[src/shared/ssp_consts.svh]
`ifndef SSP_CONSTS_SVH
`define SSP_CONSTS_SVH

// =====================================================================
// Status byte field positions
`define SSP_BIT_PIN_GUARD_EN  7
`define SSP_BIT_SERIAL_LOCK  6
`define SSP_BIT_GUARD_HIGH   3
`define SSP_BIT_GUARD_LOW    2
`define SSP_BIT_WRITE_LATCH  1
`define SSP_BIT_BUSY         0
`define SSP_STATUS_RESET     8'h00

// =====================================================================
// Opcodes
`define SSP_OP_STATUS_READ   8'h05
`define SSP_OP_STATUS_QUICK  8'h09
`define SSP_OP_STATUS_WRITE  8'h01
`define SSP_OP_LATCH_SET     8'h06
`define SSP_OP_LATCH_CLEAR   8'h04
`define SSP_OP_ARRAY_WRITE   8'h02
`define SSP_OP_CLOCK_WRITE   8'h12
`define SSP_OP_NV_SAVE       8'h3c
`define SSP_OP_NV_RESTORE    8'h60
`define SSP_OP_AUTOSAVE_ON   8'h59
`define SSP_OP_AUTOSAVE_OFF  8'h19
`define SSP_OP_SERIAL_WRITE  8'hc2

// =====================================================================
// Array protection thresholds and synchroniser depth
`define SSP_QUARTER_BASE     16'hc000
`define SSP_HALF_BASE        16'h8000
`define SSP_SYNC_STAGES      2

`endif

[src/shared/ssp_pkg.sv]
package ssp_pkg;

    typedef enum logic [2:0]
    {
        SSP_OPCODE,
        SSP_DUMMY,
        SSP_READ,
        SSP_WDATA,
        SSP_IGNORE
    } ssp_state_e;

    typedef logic [7:0] ssp_byte_t;

endpackage

[src/rtl/ssp_sync.sv]
`timescale 1ns/1ps
`default_nettype none
`include "ssp_consts.svh"

// =====================================================================
// Two-stage synchroniser, one per bit
module ssp_sync
#(
    parameter int WIDTH = 4
)
(
    input  wire logic             clk,
    input  wire logic             resetn,
    input  wire logic             clk_en,
    input  wire logic [WIDTH-1:0] async_in,
    output logic      [WIDTH-1:0] sync_out
);

    genvar gi;
    generate
        for (gi = 0; gi < WIDTH; gi++)
        begin : g_bit
            logic meta_q;
            logic meta_d;
            logic hold_q;
            logic hold_d;
            always_comb
            begin
                meta_d = clk_en ? async_in[gi] : meta_q;
                hold_d = clk_en ? meta_q : hold_q;
            end
            always_ff @(posedge clk or negedge resetn)
            begin
                if (!resetn)
                begin
                    meta_q <= 1'b1;
                    hold_q <= 1'b1;
                end
                else
                begin
                    meta_q <= meta_d;
                    hold_q <= hold_d;
                end
            end
            assign sync_out[gi] = hold_q;
        end
    endgenerate

endmodule
`default_nettype wire

[src/rtl/ssp_guard.sv]
`timescale 1ns/1ps
`default_nettype none
`include "ssp_consts.svh"

// =====================================================================
// Array protection level decode
module ssp_guard
(
    input  wire logic [1:0]  block_guard,
    input  wire logic [15:0] addr,
    output logic             addr_protected
);

    always_comb
    begin
        unique case (block_guard)
            2'h0: addr_protected = 1'b0;
            2'h1: addr_protected = (addr >= `SSP_QUARTER_BASE);
            2'h2: addr_protected = (addr >= `SSP_HALF_BASE);
            2'h3: addr_protected = 1'b1;
        endcase
    end

endmodule
`default_nettype wire

[src/rtl/ssp_status.sv]
// How it works
// Status byte: guard-en, lock, 0, 0, guards, latch, busy
// Busy bit mirrors save or restore activity
// Status write changes only bits 2,3,6,7 from its data, and clears latch bit 1
// Bits 4 and 5 always read zero
// All stored bits start at zero
// Latch clear at power-up; gates writes
// Serial writes refused once lock set
// Lock sets once, never clears; the code clears it at reset
// Plain read shifts status after opcode
// Quick read skips one dummy byte first
// Status write takes opcode plus eight bits
// Write-class commands need latch set
// Status persists only after save completes
// Guard pin ignored while guard-enable clear
// Block guard bits select protected array range
// Latch-set command sets the latch
// Finished write-class command clears latch
// Latch-clear acts at chip-select rise
// Pin low with guard-enable blocks status writes
// Short status-write frame changes nothing
`timescale 1ns/1ps
`default_nettype none
`include "ssp_consts.svh"

module ssp_status
(
    input  wire logic        clk,
    input  wire logic        resetn,
    input  wire logic        clk_en,
    input  wire logic        sck,
    input  wire logic        cs_n,
    input  wire logic        si,
    input  wire logic        wp_n,
    input  wire logic        busy_in,
    input  wire logic        nv_save_done,
    input  wire logic        nv_restore_valid,
    input  wire logic [7:0]  nv_restore_byte,
    input  wire logic [15:0] array_addr,
    output logic             so,
    output logic             so_oe,
    output logic [7:0]       status_byte,
    output logic [7:0]       nv_status_image,
    output logic             array_addr_protected,
    output logic             write_cmd_go,
    output logic [7:0]       write_cmd_code
);

    // =================================================================
    // Pin synchronisers
    logic [3:0] pins_s;
    logic       sck_s;
    logic       cs_n_s;
    logic       si_s;
    logic       wp_n_s;

    ssp_sync #(.WIDTH(4)) u_sync
    (
        .clk       (clk),
        .resetn    (resetn),
        .clk_en    (clk_en),
        .async_in  ({wp_n, si, cs_n, sck}),
        .sync_out  (pins_s)
    );

    assign sck_s  = pins_s[0];
    assign cs_n_s = pins_s[1];
    assign si_s   = pins_s[2];
    assign wp_n_s = pins_s[3];

    // =================================================================
    // State
    ssp_pkg::ssp_state_e state_q, state_d;
    logic [2:0]          cnt_q, cnt_d;
    ssp_pkg::ssp_byte_t  sh_in_q, sh_in_d;
    ssp_pkg::ssp_byte_t  sh_out_q, sh_out_d;
    logic                sck_prev_q, sck_prev_d;
    logic                cs_prev_q, cs_prev_d;
    logic                so_q, so_d;
    logic                latch_q, latch_d;
    logic                pge_q, pge_d;
    logic                lock_q, lock_d;
    logic [1:0]          guard_q, guard_d;
    logic                busy_q, busy_d;
    logic                pend_clear_q, pend_clear_d;
    logic                pend_op_q, pend_op_d;
    ssp_pkg::ssp_byte_t  pend_code_q, pend_code_d;
    logic                go_q, go_d;
    ssp_pkg::ssp_byte_t  go_code_q, go_code_d;
    ssp_pkg::ssp_byte_t  image_q, image_d;
    logic                commit;

    logic               sel;
    logic               rise;
    logic               fall;
    logic               cs_rise;
    logic               done;
    ssp_pkg::ssp_byte_t byte_next;
    ssp_pkg::ssp_byte_t status_now;
    logic               pin_block;
    logic               write_class;

    always_comb
    begin
        sel        = ~cs_n_s;
        rise       = sck_s & ~sck_prev_q;
        fall       = ~sck_s & sck_prev_q;
        cs_rise    = cs_n_s & ~cs_prev_q;
        done       = sel & rise & (cnt_q == 3'h7);
        byte_next  = {sh_in_q[6:0], si_s};
        status_now = 8'h00;
        status_now[`SSP_BIT_PIN_GUARD_EN] = pge_q;
        status_now[`SSP_BIT_SERIAL_LOCK]  = lock_q;
        status_now[`SSP_BIT_GUARD_HIGH]   = guard_q[1];
        status_now[`SSP_BIT_GUARD_LOW]    = guard_q[0];
        status_now[`SSP_BIT_WRITE_LATCH]  = latch_q;
        status_now[`SSP_BIT_BUSY]         = busy_q;
        pin_block  = pge_q & ~wp_n_s;
        write_class = (byte_next == `SSP_OP_ARRAY_WRITE)
                    | (byte_next == `SSP_OP_CLOCK_WRITE)
                    | (byte_next == `SSP_OP_NV_SAVE)
                    | (byte_next == `SSP_OP_NV_RESTORE)
                    | (byte_next == `SSP_OP_AUTOSAVE_ON)
                    | (byte_next == `SSP_OP_AUTOSAVE_OFF)
                    | ((byte_next == `SSP_OP_SERIAL_WRITE) & ~lock_q);
    end

    // =================================================================
    // Next-state logic
    always_comb
    begin
        state_d      = state_q;
        cnt_d        = cnt_q;
        sh_in_d      = sh_in_q;
        sh_out_d     = sh_out_q;
        sck_prev_d   = sck_s;
        cs_prev_d    = cs_n_s;
        so_d         = so_q;
        latch_d      = latch_q;
        pge_d        = pge_q;
        lock_d       = lock_q;
        guard_d      = guard_q;
        busy_d       = busy_in;
        pend_clear_d = pend_clear_q;
        pend_op_d    = pend_op_q;
        pend_code_d  = pend_code_q;
        go_d         = 1'b0;
        go_code_d    = go_code_q;
        image_d      = image_q;
        commit       = 1'b0;

        if (!sel)
        begin
            state_d      = ssp_pkg::SSP_OPCODE;
            cnt_d        = 3'h0;
            pend_clear_d = 1'b0;
            pend_op_d    = 1'b0;
            if (cs_rise && pend_clear_q)
                latch_d = 1'b0;
            if (cs_rise && pend_op_q)
            begin
                latch_d   = 1'b0;
                go_d      = 1'b1;
                go_code_d = pend_code_q;
            end
        end
        else
        begin
            if (rise)
            begin
                sh_in_d = byte_next;
                cnt_d   = cnt_q + 3'h1;
            end
            if (fall && state_q == ssp_pkg::SSP_READ)
            begin
                so_d     = sh_out_q[7];
                sh_out_d = {sh_out_q[6:0], 1'b0};
            end
            if (done)
            begin
                unique case (state_q)
                    ssp_pkg::SSP_OPCODE:
                    begin
                        state_d = ssp_pkg::SSP_IGNORE;
                        if (byte_next == `SSP_OP_STATUS_READ)
                        begin
                            state_d  = ssp_pkg::SSP_READ;
                            sh_out_d = status_now;
                        end
                        else if (byte_next == `SSP_OP_STATUS_QUICK)
                            state_d = ssp_pkg::SSP_DUMMY;
                        else if (byte_next == `SSP_OP_STATUS_WRITE)
                        begin
                            if (latch_q && !pin_block)
                                state_d = ssp_pkg::SSP_WDATA;
                        end
                        else if (byte_next == `SSP_OP_LATCH_SET)
                            latch_d = 1'b1;
                        else if (byte_next == `SSP_OP_LATCH_CLEAR)
                            pend_clear_d = 1'b1;
                        else if (write_class && latch_q)
                        begin
                            pend_op_d   = 1'b1;
                            pend_code_d = byte_next;
                        end
                    end
                    ssp_pkg::SSP_DUMMY:
                    begin
                        state_d  = ssp_pkg::SSP_READ;
                        sh_out_d = status_now;
                    end
                    ssp_pkg::SSP_READ:
                        sh_out_d = status_now;
                    ssp_pkg::SSP_WDATA:
                    begin
                        commit  = 1'b1;
                        state_d = ssp_pkg::SSP_IGNORE;
                        pge_d   = byte_next[`SSP_BIT_PIN_GUARD_EN];
                        guard_d = {byte_next[`SSP_BIT_GUARD_HIGH], byte_next[`SSP_BIT_GUARD_LOW]};
                        lock_d  = lock_q | byte_next[`SSP_BIT_SERIAL_LOCK];
                        latch_d = 1'b0;
                    end
                    ssp_pkg::SSP_IGNORE:
                        state_d = ssp_pkg::SSP_IGNORE;
                endcase
            end
        end

        if (nv_restore_valid && !commit)
        begin
            pge_d   = nv_restore_byte[`SSP_BIT_PIN_GUARD_EN];
            guard_d = {nv_restore_byte[`SSP_BIT_GUARD_HIGH], nv_restore_byte[`SSP_BIT_GUARD_LOW]};
            lock_d  = lock_q | nv_restore_byte[`SSP_BIT_SERIAL_LOCK];
        end
        if (nv_save_done)
            image_d = status_now & 8'hcc;
    end

    // =================================================================
    // Registers
    always_ff @(posedge clk or negedge resetn)
    begin
        if (!resetn)
        begin
            state_q      <= ssp_pkg::SSP_OPCODE;
            cnt_q        <= 3'h0;
            sh_in_q      <= 8'h00;
            sh_out_q     <= 8'h00;
            sck_prev_q   <= 1'b1;
            cs_prev_q    <= 1'b1;
            so_q         <= 1'b0;
            latch_q      <= 1'b0;
            pge_q        <= 1'b0;
            lock_q       <= 1'b0;
            guard_q      <= 2'h0;
            busy_q       <= 1'b0;
            pend_clear_q <= 1'b0;
            pend_op_q    <= 1'b0;
            pend_code_q  <= 8'h00;
            go_q         <= 1'b0;
            go_code_q    <= 8'h00;
            image_q      <= `SSP_STATUS_RESET;
        end
        else if (clk_en)
        begin
            state_q      <= state_d;
            cnt_q        <= cnt_d;
            sh_in_q      <= sh_in_d;
            sh_out_q     <= sh_out_d;
            sck_prev_q   <= sck_prev_d;
            cs_prev_q    <= cs_prev_d;
            so_q         <= so_d;
            latch_q      <= latch_d;
            pge_q        <= pge_d;
            lock_q       <= lock_d;
            guard_q      <= guard_d;
            busy_q       <= busy_d;
            pend_clear_q <= pend_clear_d;
            pend_op_q    <= pend_op_d;
            pend_code_q  <= pend_code_d;
            go_q         <= go_d;
            go_code_q    <= go_code_d;
            image_q      <= image_d;
        end
    end

    // =================================================================
    // Array protection
    ssp_guard u_guard
    (
        .block_guard    (guard_q),
        .addr           (array_addr),
        .addr_protected (array_addr_protected)
    );

    assign so              = so_q;
    assign so_oe           = sel & (state_q == ssp_pkg::SSP_READ);
    assign status_byte     = status_now;
    assign nv_status_image = image_q;
    assign write_cmd_go    = go_q;
    assign write_cmd_code  = go_code_q;
endmodule
`default_nettype wire

[config.mk]
export PLATFORM = sky130hd
export DESIGN_NAME = ssp_status
export DESIGN_NICKNAME = d
export VERILOG_FILES = /design/src/shared/ssp_pkg.sv /design/src/rtl/ssp_sync.sv /design/src/rtl/ssp_guard.sv /design/src/rtl/ssp_status.sv
export VERILOG_INCLUDE_DIRS = /design/src /design/src/shared
export SDC_FILE = /design/constraint.sdc
export NUM_CORES = 1
export LEC_CHECK = 0
export BUFFER_PORTS_ARGS = -buffer_cell sky130_fd_sc_hd__buf_2
export CORE_MARGIN = 3
export CORE_UTILIZATION = 35
export CTS_CLUSTER_DIAMETER = 120
export DETAILED_ROUTE_END_ITERATION = 8
export SLEW_MARGIN = 20
export SYNTH_ARGS = -nofsm -noshare
export SYNTH_HDL_FRONTEND = slang
export SYNTH_SLANG_ARGS = --single-unit
[constraint.sdc]
create_clock -name clk -period 3.5 [get_ports clk]
set_input_delay 0.175 -clock clk [delete_from_list [all_inputs] [get_ports clk]]
set_output_delay 0.175 -clock clk [all_outputs]
set_load 0.01 [all_outputs]
# After elaboration in Yosys (flattened, before gate mapping)
# Cells that the tools add are included.
# op_classes
muxes	57
n_lt_le_gt_ge	2
add_sub_neg	1
n_reduce_logical	33
eq_ne	31
bitwise	27
# op_table
op	n
$mux 1	38
$ge 16x16->1 const B	2
$eq 8x3->1 const B	3
$mux 3	8
$mux 8	3
$eq 8x5->1 const B	2
$eq 8x7->1 const B	2
$pmux 8 s2	1
$reduce_and 8->1	2
$reduce_bool 2->1	7
$ne 3x2->1 const B	4
$reduce_and 3->1	4
$not 1->1	11
$ne 2x1->1 const B	5
$reduce_and 10->1	1
$pmux 3 s3	1
$reduce_and 9->1	1
$and 1x1->1	8
$eq 8x1->1 const B	1
$eq 8x2->1 const B	1
$eq 8x4->1 const B	1
$eq 8x6->1 const B	1
$eq 8x8->1 const B	1
$mux 2	4
other kinds (20)	39
# totals
inputBits	34
word_cells	177
output_inout_bits	28
reg_bits	61

# Longest topological paths before layout
# logic_depth
word_depth	17
depth_mapped	8
mapped_depth_nobuf	7

# Hierarchy
# From an unflattened synthesis, not the netlist that was laid out.
# hier_totals
cells_unflattened	267
hier_area_um2	3050.4
# by_module_without_submodules
module	instances	cells_each	seq_area_each_um2	area_per_inst_um2
ssp_status	1	243	1328.8	2665.1
ssp_sync	1	21	210.2	371.6
ssp_guard	1	3	0.0	13.8

# Worst setup path before layout
# No wires, ideal clock.
# synth_timing
kind	reg2reg
start	register sh_in_q[4]
end	register pend_code_q[0]
setup_ps	125
synth_period_minus_slack_ps	1853
arrival_ps	1728
required_time_ps	3375
slack_ps	1647
path_buffers	0
path_stages_with_launch	6
path_cell_list	dfrtp_1 nor4_4 nand3b_1 a22o_1 nand4_2 mux2_2
# synth_between
elab_chain_len	9
word_cells_on_any_way	26
cone_classes	eq/ne: 12; bitwise: 12; reduce/logical: 2
# synth_lines
element	line	source
start, declared	ssp_status.sv:75	ssp_pkg::ssp_byte_t sh_in_q, sh_in_d;
start signal, assigned	ssp_status.sv:268	sh_in_q <= sh_in_d;
$eq 8x2->1 (no source line) or $eq 8x5->1 (tied branches)	--	
$or 1x1->1 (6 in a row)	ssp_status.sv:119	write_class = (byte_next == `SSP_OP_ARRAY_WRITE)
$logic_and 1x1->1	ssp_status.sv:201	else if (write_class && latch_q)
$reduce_and 10->1 (no source line) (*)	--	
end signal, assigned	ssp_status.sv:280	pend_code_q <= pend_code_d;
end, declared	ssp_status.sv:87	ssp_pkg::ssp_byte_t pend_code_q, pend_code_d;
# Every way passes the cells marked *; elsewhere a longest branch is shown, timed or not.
# A chain may end at the register's enable or synchronous reset.

# Worst setup path in the final report
# layout_timing
start	register sh_in_q[3]
end	register pend_code_q[0]
# Same word-level chain as after synthesis.

==> summary.txt <==
outcome -> completed
DRT iter0 DRCs -> 110
Critical Path Source -> sh_in_q[3]
LEAKAGE -> 1.58 nW
crit path capture type -> flip-flop
Achievable Freq -> 0.476 GHz
Post-synth EDFFs -> 0
vias in the first global route -> 1993
Pwr Total -> 1.85 mW
Hold/Removal Path Class -> input pin to flip-flop
share of cells above drive strength 1 -> 38.1%
first-pass GRT wire length -> 9720 um
Sink Count -> 61
synthesis-to-layout area growth -> 15.1%
post-route setup TNS -> 0 ns
Mapped Cells -> 251
hpwl dp -> 3950 um
Hold Fails Final Rpt -> 0
Worst-path clk slew -> 0.06 ns
Cell Pwr Density -> 548 nW/um2
largest family of logic cells by synthesized area -> multiplexers
mux contribution to synthesized area -> 17.0%
Initial Utilization -> 37.0%
Synth Area in Compound Gates -> 10.6%
Global Route Usage Sum -> 12.7%
max-slew violation count -> 0
row cnt -> 32
DRT antenna net count -> 0
cell area after synthesis -> 2930 um2
Synthesis Warnings -> 0
syn_area_per_cell -> 11.7 um2
hold slack -> 0.0848 ns
R2R depth -> 5
FFs w/ async S/R, synth -> 100%
routability cong. -> 0.767
vias after detailed routing -> 2008
critical path arrival -> 2.31 ns
die height -> 97.6 um
Final Routed Wirelength -> 5590 um
adder-cell share of the synthesized area -> 0.853%
crit path time final -> 2.10 ns
worst-skew pair later-pin latency -> 0.33 ns
drt pass-1 iters -> 4
Die Footprint -> 9520 um2
Worst VDD drop -> 0.248 mV
max_slew headroom -> 56.8%
CTS root buf -> clkbuf_8
Yosys top cell by area -> dfrtp_1
post-synthesis simple-gate area fraction -> 14.1%
Yosys cell types -> 48
CTS tree -> built
GRT Residual Overflow -> 0
fillcell total -> 775
worst setup path category -> flip-flop to flip-flop
CP endpoint -> pend_code_q[0]
commonest cells after routing, fill and taps aside -> 51 x dfrtp_1, 38 x mux2_2, 37 x buf_2, 14 x nor2_1
Max Cap Viol -> 0
Placement Setup Slack -> 1.39 ns
Final Setup Violations -> 0
ys flop type -> dfrtp_1
RR Endpoint -> pend_code_q[0]
RSZ-0062 raised after global routing -> false
clock buffer depth -> 2
DRC Markers -> 0
Finished Layout Cells -> 393
largest net degree at the start of global routing -> 34
Die X-Extent -> 97.6 um
H-tree depth -> 3
Placed Instances -> 377
Final WS setup -> 1.40 ns
FF-to-FF setup slack -> 1.40 ns
post-synthesis sequential area ratio -> 52.5%
worst reg2reg path startpoint -> sh_in_q[3]
Worst Skew -> 0.00724 ns
final period utilization -> 60.1%
core area -> 7930 um2
most common cell after layout, fill and taps aside -> dfrtp_1
Req. time, crit path -> 3.71 ns
nature of the critical path startpoint -> flip-flop
antenna violations before repair -> 0
IO buf count -> 37
Nets -> 323
post-synth top area share -> 43.5%
Worst-Margin Slew -> 0.649 ns
Avg Vias per Cell -> 5.11
CTS buffer count -> 9
WL per Instance -> 14.2 um
ANT cells -> 0
number of synthesized register bits -> 61
number of I/O pins -> 62
Max FO, Critical Path -> 8
top post-synthesis cells by area -> dfrtp_1 43%, mux2_2 15%, dfstp_2 9.0%
Synth Area in XOR/XNOR -> 0%
-- routing by layer --
| metal | share of wire [%] | vias to the layer above | wire [um] | track usage [%] |
|---|---|---|---|---|
| li1 | - | 967 | - | - |
| met1 | 50 | 988 | 2800 | 17.6 |
| met2 | 43 | 47 | 2410 | 18.7 |
| met3 | 6.0 | 6 | 333 | 4.95 |
| met4 | 0.91 | 0 | 51 | 2.98 |
| met5 | 0 | - | 0 | 0 |
-- synthesized netlist by cell type (3+ instances only) --
library cell / n
a22o_1: 3
nor2_1: 14
mux2i_1: 7
nor2b_1: 4
o22ai_1: 8
mux2_2: 38
a21oi_1: 12
nor3_1: 5
clkbuf_1: 7
dfrtp_1: 51
nand2_1: 10
buf_2: 4
dfstp_2: 10
inv_1: 6
buf_4: 10
nand3_1: 7
o21ai_0: 12
nand2b_1: 3
nand3b_1: 4
-- worst max-delay path: stages, from the launching register on --
cell and delay [ns]:
dfrtp_1 0.47, nor4_4 0.43, nand3b_1 0.18, a22o_1 0.29, nand4_2 0.24, mux2_2 0.37
-- power breakdown --
| part | switching, mW | internal [mW] | leakage (nW) |
|---|---|---|---|
| Combinational | 0.141 | 0.150 | 0.703 |
| Clock | 0.248 | 0.361 | 0.101 |
| Sequential | 0.151 | 0.798 | 0.774 |
| Total | 0.540 | 1.31 | 1.58 |
-- state kept, by name, summed over array words and instances (netlist names), 2 cells and up --
| name | flops |
|---|---|
| u_sync.g_bit.meta_q | 4 |
| sh_in_q | 7 |
| u_sync.g_bit.hold_q | 4 |
| write_cmd_code | 8 |
| state_q | 3 |
| nv_status_image | 4 |
| sh_out_q | 8 |
| cnt_q | 3 |
| guard_q | 2 |
| pend_code_q | 8 |
-- per-stage QoR --
step / util, % / area, um2
CTS: 42.6 / 3380
floorplan: - / 2950
finish: 42.6 / 3380
global route: 42.6 / 3380
global placement: 39.9 / 3170
detailed placement: 39.9 / 3170
-- timing repair --
action	in CTS	in global routing
hold buffers	1	0
buffers inserted	0	0
gates resized for setup	0	0
hold endpoints to repair	18	0
-- how the worst min path moves through the flow --
| stage | start | cells past startpoint | end | slack [ns] |
|---|---|---|---|---|
| 6_report | wp_n | 2 | u_sync.g_bit[3].meta_q | 0.08 |
| 4_1_cts | cs_n | 2 | u_sync.g_bit[1].meta_q | 0.07 |
| 5_1_grt | wp_n | 2 | u_sync.g_bit[3].meta_q | 0.06 |
| 2_1_floorplan | resetn | 0 | busy_q | -0.12 |
| 3_3_place_gp | resetn | 1 | write_cmd_code[0] | 0.24 |
| 3_5_place_dp | resetn | 1 | write_cmd_code[0] | 0.25 |
-- area by class of cell --
type	instances	area, um2	share of cell area, %
clock buffer	11	151	4.48
clock inverter	4	47.5	1.41
inverter	6	22.5	0.667
multi-input combinational	168	1270	37.6
sequential	61	1540	45.6
tap	102	128	3.78
timing repair buffer	41	218	6.45
-- logic make-up after synthesis --
family,after synthesis
and+or+nand+nor,67
DFF,61
AOI/OAI and AO/OA,48
muxes,45
buffers and inverters,27
adders and majority gates,2
other,1
Note: power is estimated with default switching activity, not from simulation.
